--- src/hdl/svwt_pkg.sv ---
// Package of constants and types for the supervisor watchdog timing block
package svwt_pkg;

	// ------------------------------------------------------------
	// Clock rate and derived cycle counts
	// ------------------------------------------------------------
	localparam int unsigned CLK_PERIOD_NS   = 4;
	localparam int unsigned NS_PER_MS       = 1000000;

	// Power-on delay choices in ms
	localparam int unsigned POR_50_MS       = 50;
	localparam int unsigned POR_200_MS      = 200;
	localparam int unsigned POR_400_MS      = 400;
	localparam int unsigned POR_800_MS      = 800;

	// Watchdog intervals in ms (1.4 s written as 1400 ms)
	localparam int unsigned WDT_1400_MS     = 1400;
	localparam int unsigned WDT_200_MS      = 200;
	localparam int unsigned WDT_25_MS       = 25;

	// Watchdog reset time-out, typical, in ms
	localparam int unsigned RST_LONG_MS     = 200;
	localparam int unsigned RST_SHORT_MS    = 25;

	// Nonvolatile write cycle, typical, in ms (inside the 10 ms limit)
	localparam int unsigned WRITE_CYCLE_MS  = 5;

	// Glitch suppression time in ns
	localparam int unsigned GLITCH_NS       = 50;

	// Restart pulse least width in ns
	localparam int unsigned RESTART_NS      = 1000;

	// Bus clocks before standby after an unmatched select
	localparam int unsigned SEL_CLOCKS      = 9;

	// Cycle counts: least times round up
	localparam longint unsigned CYC_PER_MS  = NS_PER_MS / CLK_PERIOD_NS;
	localparam int unsigned GLITCH_CYC      = (GLITCH_NS + CLK_PERIOD_NS - 1) / CLK_PERIOD_NS;

	// Reset values of the selectors (factory settings), and the off and short interval codes
	localparam logic [1:0] POR_SEL_RST      = 2'h1;
	localparam logic [1:0] WDT_SEL_RST      = 2'h3;
	localparam logic [1:0] WDT_SEL_OFF      = 2'h3;
	localparam logic [1:0] WDT_SEL_SHORT    = 2'h2;

	// Counter width, enough for 1400 ms at 250 MHz
	localparam int unsigned CNT_W           = 32;

	// Main state machine
	typedef enum logic [1:0]
	{
		SVWT_POR   = 2'b00,
		SVWT_RUN   = 2'b01,
		SVWT_ALARM = 2'b10
	} svwt_state_t;

	// Nonvolatile write sequencer state
	typedef enum logic [0:0]
	{
		SVWT_IDLE  = 1'b0,
		SVWT_BUSY  = 1'b1
	} svwt_wr_t;

	// Selector pair carried together
	typedef struct packed
	{
		logic [1:0] por_sel;
		logic [1:0] wdt_sel;
	} svwt_cfg_t;

	// Filtered bus line pair
	typedef struct packed
	{
		logic scl;
		logic sda;
	} svwt_bus_t;

endpackage

--- src/hdl/svwt_top.sv ---
// Supervisor timing: power-on reset, watchdog, write cycle and bus filtering
module svwt_top
	import svwt_pkg::*;
#(
	parameter longint unsigned CYC_MS = CYC_PER_MS
)
(
	input  wire logic             clk,
	input  wire logic             arst_n,
	input  wire svwt_pkg::svwt_cfg_t cfg,
	input  wire logic             scl_in,
	input  wire logic             sda_in,
	input  wire logic             wdt_restart,
	input  wire logic             write_stop,
	input  wire logic             sel_match,
	output logic                  reset_n,
	output logic                  watchdog_alarm_n,
	output logic                  write_busy,
	output logic                  bus_active,
	output svwt_pkg::svwt_bus_t   bus_filt
);

	// ------------------------------------------------------------
	// Input filtering
	// ------------------------------------------------------------
	svwt_bus_t filt;

	// One filter per bus line
	svwt_glitch_filter u_scl_flt
	(
		.clk    (clk),
		.arst_n (arst_n),
		.din    (scl_in),
		.dout   (filt.scl)
	);

	svwt_glitch_filter u_sda_flt
	(
		.clk    (clk),
		.arst_n (arst_n),
		.din    (sda_in),
		.dout   (filt.sda)
	);

	assign bus_filt = filt;

	// ------------------------------------------------------------
	// Bus start and stop detection and standby tracking
	// ------------------------------------------------------------
	svwt_bus_t   prev_r;
	logic        act_r;
	logic        act_nxt;
	logic [3:0]  sclk_r;
	logic [3:0]  sclk_nxt;
	logic        start_ev;
	logic        stop_ev;
	logic        scl_rise;

	assign start_ev = prev_r.sda & ~filt.sda & filt.scl & prev_r.scl;
	assign stop_ev  = ~prev_r.sda & filt.sda & filt.scl & prev_r.scl;
	assign scl_rise = ~prev_r.scl & filt.scl;

	// Active after start; standby after ninth clock if select failed
	always_comb
	begin
		act_nxt  = act_r;
		sclk_nxt = sclk_r;
		if (start_ev)
		begin
			act_nxt  = 1'b1;
			sclk_nxt = 4'h0;
		end
		else if (stop_ev)
			act_nxt = 1'b0;
		else if (act_r && scl_rise && sclk_r < 4'(SEL_CLOCKS))
		begin
			sclk_nxt = sclk_r + 4'h1;
			if (sclk_r == 4'(SEL_CLOCKS - 1) && !sel_match)
				act_nxt = 1'b0;
		end
	end

	always_ff @(posedge clk or negedge arst_n)
	begin
		if (!arst_n)
		begin
			prev_r <= '{scl: 1'b1, sda: 1'b1};
			act_r  <= 1'b0;
			sclk_r <= 4'h0;
		end
		else
		begin
			prev_r <= filt;
			act_r  <= act_nxt;
			sclk_r <= sclk_nxt;
		end
	end

	// ------------------------------------------------------------
	// Restart pulse qualification
	// ------------------------------------------------------------
	localparam int unsigned RSP_CYC = RESTART_NS / CLK_PERIOD_NS;
	logic [8:0] rsp_r;
	logic [8:0] rsp_nxt;
	logic       restart_ok;

	// Count high time; a restart counts once the pulse reaches 1 us
	always_comb
	begin
		rsp_nxt = 9'h000;
		if (wdt_restart)
			rsp_nxt = (rsp_r == 9'(RSP_CYC)) ? rsp_r : rsp_r + 9'h001;
	end
	assign restart_ok = wdt_restart && rsp_r == 9'(RSP_CYC - 1);

	always_ff @(posedge clk or negedge arst_n)
	begin
		if (!arst_n)
			rsp_r <= 9'h000;
		else
			rsp_r <= rsp_nxt;
	end

	// ------------------------------------------------------------
	// Power-on delay, watchdog interval and alarm time-out
	// ------------------------------------------------------------
	svwt_state_t    st_r;
	svwt_state_t    st_nxt;
	logic [CNT_W-1:0] cnt_r;
	logic [CNT_W-1:0] cnt_nxt;
	logic [CNT_W-1:0] por_lim;
	logic [CNT_W-1:0] wdt_lim;
	logic [CNT_W-1:0] rst_lim;
	logic [1:0]     por_cap_r;
	logic [1:0]     por_cap_nxt;

	// Catch the power-on selector once, in the first cycle after reset
	always_comb
	begin
		por_cap_nxt = por_cap_r;
		if (st_r == SVWT_POR && cnt_r == '0)
			por_cap_nxt = cfg.por_sel;
	end

	// Power-on delay limit from the selector caught after reset
	always_comb
	begin
		case (por_cap_r)
			2'h0:    por_lim = CNT_W'(POR_50_MS * CYC_MS);
			2'h1:    por_lim = CNT_W'(POR_200_MS * CYC_MS);
			2'h2:    por_lim = CNT_W'(POR_400_MS * CYC_MS);
			default: por_lim = CNT_W'(POR_800_MS * CYC_MS);
		endcase
	end

	// Interval and alarm hold limits from the interval selector
	always_comb
	begin
		case (cfg.wdt_sel)
			2'h0:    wdt_lim = CNT_W'(WDT_1400_MS * CYC_MS);
			2'h1:    wdt_lim = CNT_W'(WDT_200_MS * CYC_MS);
			default: wdt_lim = CNT_W'(WDT_25_MS * CYC_MS);
		endcase
		if (cfg.wdt_sel == WDT_SEL_SHORT)
			rst_lim = CNT_W'(RST_SHORT_MS * CYC_MS);
		else
			rst_lim = CNT_W'(RST_LONG_MS * CYC_MS);
	end

	// Sequence: power-on hold, watchdog run, alarm hold
	always_comb
	begin
		st_nxt  = st_r;
		cnt_nxt = cnt_r + CNT_W'(1);
		case (st_r)
			SVWT_POR:
			begin
				if (cnt_r >= por_lim - CNT_W'(1))
				begin
					st_nxt  = SVWT_RUN;
					cnt_nxt = '0;
				end
			end
			SVWT_RUN:
			begin
				if (cfg.wdt_sel == WDT_SEL_OFF || restart_ok)
					cnt_nxt = '0;
				else if (cnt_r >= wdt_lim - CNT_W'(1))
				begin
					st_nxt  = SVWT_ALARM;
					cnt_nxt = '0;
				end
			end
			SVWT_ALARM:
			begin
				if (cnt_r >= rst_lim - CNT_W'(1))
				begin
					st_nxt  = SVWT_RUN;
					cnt_nxt = '0;
				end
			end
			default:
			begin
				st_nxt  = SVWT_POR;
				cnt_nxt = '0;
			end
		endcase
	end

	always_ff @(posedge clk or negedge arst_n)
	begin
		if (!arst_n)
		begin
			st_r      <= SVWT_POR;
			cnt_r     <= '0;
			por_cap_r <= POR_SEL_RST;
		end
		else
		begin
			st_r  <= st_nxt;
			cnt_r <= cnt_nxt;
			por_cap_r <= por_cap_nxt;
		end
	end

	// ------------------------------------------------------------
	// Self-timed nonvolatile write cycle
	// ------------------------------------------------------------
	localparam longint unsigned WR_CYC = WRITE_CYCLE_MS * CYC_MS;
	svwt_wr_t         wr_r;
	svwt_wr_t         wr_nxt;
	logic [CNT_W-1:0] wcnt_r;
	logic [CNT_W-1:0] wcnt_nxt;

	// Start on a valid stop ending a write; end after the write time
	always_comb
	begin
		wr_nxt   = wr_r;
		wcnt_nxt = '0;
		case (wr_r)
			SVWT_IDLE:
				if (write_stop)
					wr_nxt = SVWT_BUSY;
			SVWT_BUSY:
			begin
				wcnt_nxt = wcnt_r + CNT_W'(1);
				if (wcnt_r >= CNT_W'(WR_CYC - 1))
				begin
					wr_nxt   = SVWT_IDLE;
					wcnt_nxt = '0;
				end
			end
			default:
				wr_nxt = SVWT_IDLE;
		endcase
	end

	always_ff @(posedge clk or negedge arst_n)
	begin
		if (!arst_n)
		begin
			wr_r   <= SVWT_IDLE;
			wcnt_r <= '0;
		end
		else
		begin
			wr_r   <= wr_nxt;
			wcnt_r <= wcnt_nxt;
		end
	end

	// ------------------------------------------------------------
	// Outputs
	// ------------------------------------------------------------
	assign reset_n          = (st_r != SVWT_POR);
	assign watchdog_alarm_n = (st_r != SVWT_ALARM);
	assign write_busy       = (wr_r == SVWT_BUSY);
	assign bus_active       = act_r | write_busy;

endmodule

--- src/hdl/svwt_glitch_filter.sv ---
// Glitch filter that passes a level only after it is stable long enough
module svwt_glitch_filter
	import svwt_pkg::*;
(
	input  wire logic clk,
	input  wire logic arst_n,
	input  wire logic din,
	output logic      dout
);

	logic [7:0] cnt_r;
	logic [7:0] cnt_nxt;
	logic       out_r;
	logic       out_nxt;

	// Count cycles the input differs from output; flip after the limit
	always_comb
	begin
		cnt_nxt = 8'h00;
		out_nxt = out_r;
		if (din != out_r)
		begin
			if (cnt_r >= 8'(GLITCH_CYC - 1))
				out_nxt = din;
			else
				cnt_nxt = cnt_r + 8'h01;
		end
	end

	// Registers, idle bus level high
	always_ff @(posedge clk or negedge arst_n)
	begin
		if (!arst_n)
		begin
			cnt_r <= 8'h00;
			out_r <= 1'b1;
		end
		else
		begin
			cnt_r <= cnt_nxt;
			out_r <= out_nxt;
		end
	end

	assign dout = out_r;

endmodule

--- config.mk ---
export PLATFORM = sky130hd
export DESIGN_NAME = svwt_top
export DESIGN_NICKNAME = d
export VERILOG_FILES = /design/src/hdl/svwt_pkg.sv /design/src/hdl/svwt_top.sv /design/src/hdl/svwt_glitch_filter.sv
export SDC_FILE = /design/constraint.sdc
export NUM_CORES = 1
export LEC_CHECK = 0
export CAP_MARGIN = 20
export CORE_ASPECT_RATIO = 0.8
export CORE_UTILIZATION = 45
export DETAILED_ROUTE_END_ITERATION = 7
export DONT_BUFFER_PORTS = 1
export PLACE_DENSITY = 0.64
export SLEW_MARGIN = 40
export SYNTH_ARGS = -nofsm -noshare
export SYNTH_HDL_FRONTEND = slang
export SYNTH_SLANG_ARGS = --single-unit
--- constraint.sdc ---
create_clock -name clk -period 5.3 [get_ports clk]
set_input_delay 0.53 -clock clk [delete_from_list [all_inputs] [get_ports clk]]
set_output_delay 0.53 -clock clk [all_outputs]
set_load 0.1 [all_outputs]
==> reports/summary.md <==
The logs give 4761 for the number of global-route vias before repair and 0 ns for the summed negative setup slack over all endpoints. The most used flip-flop cell after synthesis is dfrtp_1. Setup repair after global routing left no endpoint under its margin. In this run the count of I/O pins placed on the die edge is 17. Startpoint of the worst register-to-register path: por_cap_r[0]$_DFFE_PN1P_. The count of nets left with antenna violations once routing finished came out at 0. By area, the combinational part of the netlist is dominated by simple AND/OR/NAND/NOR gates. The floorplan has 38 rows. The detailed router finished its first iteration with 258 violations. The endpoint of the most critical setup path was cnt_r[10]$_DFF_PN0_.

Counting flops with an async set or reset pin after synthesis yields a share of 100%. In this run the tool buffered the top-level ports with 0 buffer cells. Dividing the detail-routed via count by the number of cells gives 5.68. Of the cells placed in the final design, the portion with a size suffix greater than 1 is 10.9%. In this run the critical register-to-register path is captured at cnt_r[10]$_DFF_PN0_. The number of antenna diodes in the final layout is 0.

For this run, design rule violations remaining after detail routing come to 0. The H-tree was split into 3 levels. The run gives 0 as the number of slew-limit violations in the final report. Sorting the synthesized cells by area gives the leading types as dfrtp_1 (38%), ha_1 (14%), a31oi_2 (5.5%). On the final layout, the worst hold slack is 0.108 ns. In this run the vertical extent of the chip is 109 um. Global routing consumed, over all layers together, 20.8% of the routing resources. The total overflow left after global routing is 0. Once the floorplan was initialized, standard cells occupied 46.7% of the core.

The Yosys step of the flow raised 0 warnings. Measured against its own limit, the worst slew margin works out to 54.6%. Summing the areas of all compound-gate instances in the mapped netlist gives 14.3% of the synthesized area. The critical path class is reg2reg. Subtracting the final worst setup slack from the clock period gives 3.13 ns.

The number of flops mapped to enable cells by yosys was 0; the count of maximum capacitance violations was 0. For flop-to-flop paths, the worst setup slack is 2.17 ns. By count the netlist is led by dfrtp_1 (98), ha_1 (72), nor2_1 (55). After clock tree synthesis, the clock-pin slew on the worst setup and hold paths is 0.07 ns. STA classifies the critical path startpoint as a register. In this run, CTS created clock tree buffers numbering 9. The clock passes through at most 2 buffers.

The number of buffers inserted by hold repair at cts is 1, and the number of detailed-route iterations in the first pass is 6. The worst hold path belongs to the class in2async. In this run the worst path has a maximum fanout of 30.

For the count of nets after finishing, the log shows 722. Routed signal wires occupy layers up through met4. Yosys instantiated no cell more often than dfrtp_1. The logs give 103 for the CTS sink count and 0.0105 ns for the final clock skew. Global-route wire length before repair: 23.6 mm. The fraction of synthesized area in multiplexers was 0.682%. TritonCTS built the clock tree. The number of filler cells placed in the layout is 1220, and the synthesized instance count is 622. The die is 136 um wide.

Timing would allow up to 320 MHz. The run gives 40.3% as the share of synthesized area occupied by flip-flops and latches. For this block, wires on met1 add up to 6.50 mm. Tracing the worst setup path back leads to its startpoint at por_cap_r[0]$_DFFE_PN1P_. The layout overhead on the synthesized area came out at 9.01%. The area occupied by registers was 2580 um2.

The tree is rooted in a clkbuf_16. The required time at the endpoint of the critical path is 5.50 ns, and the netlist area before placement is 6420 um2. For the pin with the worst max-slew slack, the measured transition is 0.682 ns. The run gives 3670 um2 as the area taken by multi-input logic gates. Setup violations remaining at the end of the flow were counted as 0.

The worst endpoint data arrival time was 3.33 ns. The tools report the peak supply drop as 0.225 mV. The largest area contributor in the netlist was dfrtp_1.

The type of element capturing the critical path was a register. Summed over all cells, the static leakage comes to 3.00 nW. The total area inside the core boundary comes to 13700 um2. Routability congestion estimate: 0.884. Detailed routing placed a total of 6.37 mm of wire on met2. In this run the power density over the cells is 302 nW/um2.

The via total after detailed routing is 4677, and the area enclosed by the die boundary is 14700 um2. The logs give 0 for the number of buffers inserted by post-CTS setup repair and 0.35 ns for the later-pin clock latency in the skew report. Wire segments on met3 add up to 789 um in the final route. The wire length reported by the detailed router was 14.0 mm.

The total count of hold-check failures in the final report is 0, and the number of antenna violations at the first check in global routing is 0. The top cell type by area accounts for 38.2% of the synthesized area. Of the available clock period, the critical path in the final layout requires 59.0%. Summing the areas of all fa, ha and maj instances in the mapped netlist gives 14.0% of the synthesized area. In this run, post-CTS repair resized a total of 0 instances. The flow ran to the end, and the final reports show no timing, DRC or antenna violations.

The synthesized design contains 103 register bits. In this run, distinct cell masters in the synthesized netlist total 69. Wire length per cell after detailed routing: 17.0 um. In this run the mean area of a mapped cell was 10.3 um2. Entering global routing, the biggest net connects 99 pins.

Summing the areas of all xor and xnor instances in the mapped netlist gives 8.33% of the synthesized area. The simple-gate area share of the yosys netlist was 18.1%. After legalization and detailed placement, the total HPWL measured 9.49 mm. The depth of the worst register-to-register path was 9.
==> cells in the final DEF, fill, tap and decap left out, drive strengths merged, types with 3 or more instances in the layout <==
master   synthesis  layout
nand2           44      44
xor2            31      31
and3            12      12
clkbuf           7      10
and4             3       3
nor4b            3       3
nand4           18      18
nor2            56      56
a2111oi          4       4
xnor2           30      30
nor4            12      12
a21o             4       4
o21ai           14      14
ha              72      72
a31oi           36      36
inv             33      34
dfstp            5       5
a21oi           14      14
o31ai            4       4
and2             7       7
a21boi           4       4
or2              3       3
nand2b           4       4
bufinv           0       3
conb             1      23
nor3b            3       3
or3              5       5
nor3            12      12
nand3           36      36
mux2             3       3
dfrtp           98      98
nor2b            4       4
==> routing by layer <==
layer	global-route usage (%)	vias to the layer above
met5	0	-
met4	6.66	0
met3	5.67	35
met2	33.3	96
met1	27.2	2300
li1	-	2246
==> flip-flops by register name (all words and copies together), names as in the netlist <==
name,count
wcnt_r,32
u_scl_flt.dout,1
u_sda_flt.cnt_r,8
cnt_r,32
prev_r,2
st_r,2
write_busy,1
act_r,1
por_cap_r,2
u_scl_flt.cnt_r,8
rsp_r,9
sclk_r,4
u_sda_flt.dout,1
==> how the worst min path moves through the flow <==
stage / depth (start not counted) / slack (ns) / endpoint / startpoint
after floorplan: 0 / 0.23 / act_r$_DFFE_PN0P_ / arst_n
after global placement: 0 / 0.24 / wcnt_r[17]$_DFF_PN0_ / arst_n
after detailed placement: 0 / 0.24 / wcnt_r[16]$_DFF_PN0_ / arst_n
after CTS: 0 / 0.005 / por_cap_r[0]$_DFFE_PN1P_ / arst_n
after global routing: 1 / 0.13 / wcnt_r[6]$_DFF_PN0_ / arst_n
final: 1 / 0.11 / wcnt_r[4]$_DFF_PN0_ / arst_n
==> per-stage QoR <==
stage	setup WS, ns	cells	cell area, um2	total power [mW]	utilization, %
finish	2.17	824	7000	2.11	50.9
global route	2.01	824	7000	2.23	50.9
global placement	2.05	805	6580	1.31	47.9
floorplan	2.64	644	6500	1.25	-
CTS	2.21	822	6980	2.13	50.8
detailed placement	2.08	805	6600	1.34	48.0
==> worst max-delay path, stage by stage, from the launching register on <==
cell and delay [ns]:
dfstp_2 0.59, inv_1 0.13, ha_1 0.31, xor2_1 0.19, ha_1 0.30, nand4_1 0.09
a2111oi_0 0.58, a221oi_2 0.17, nand2_4 0.44, a31oi_2 0.16
==> power breakdown <==
part           switching (mW)  internal (mW)
Combinational           0.304          0.143
Clock                   0.304          0.467
Sequential             0.0606          0.833
==> layout make-up <==
cell class / instances / area share (%)
multi-input combinational: 489 / 52.4
sequential: 103 / 37.0
clock buffer: 10 / 3.27
tap: 180 / 3.22
inverter: 33 / 1.77
clock inverter: 6 / 1.70
timing repair buffer: 3 / 0.680
==> cells by family (layout without fill, tap and decap cells) <==
logic type               count (synthesis)  count (layout)
other                                    1              23
adder cells (fa/ha/maj)                 72              72
AND/OR/NAND/NOR                        225             225
XOR/XNOR                                61              61
AO/OA/AOI/OAI                          104             104
flip-flops                             103             103
multiplexers                             4               4
buffers and inverters                   52              52
Note: power is estimated with default switching activity, not from simulation.
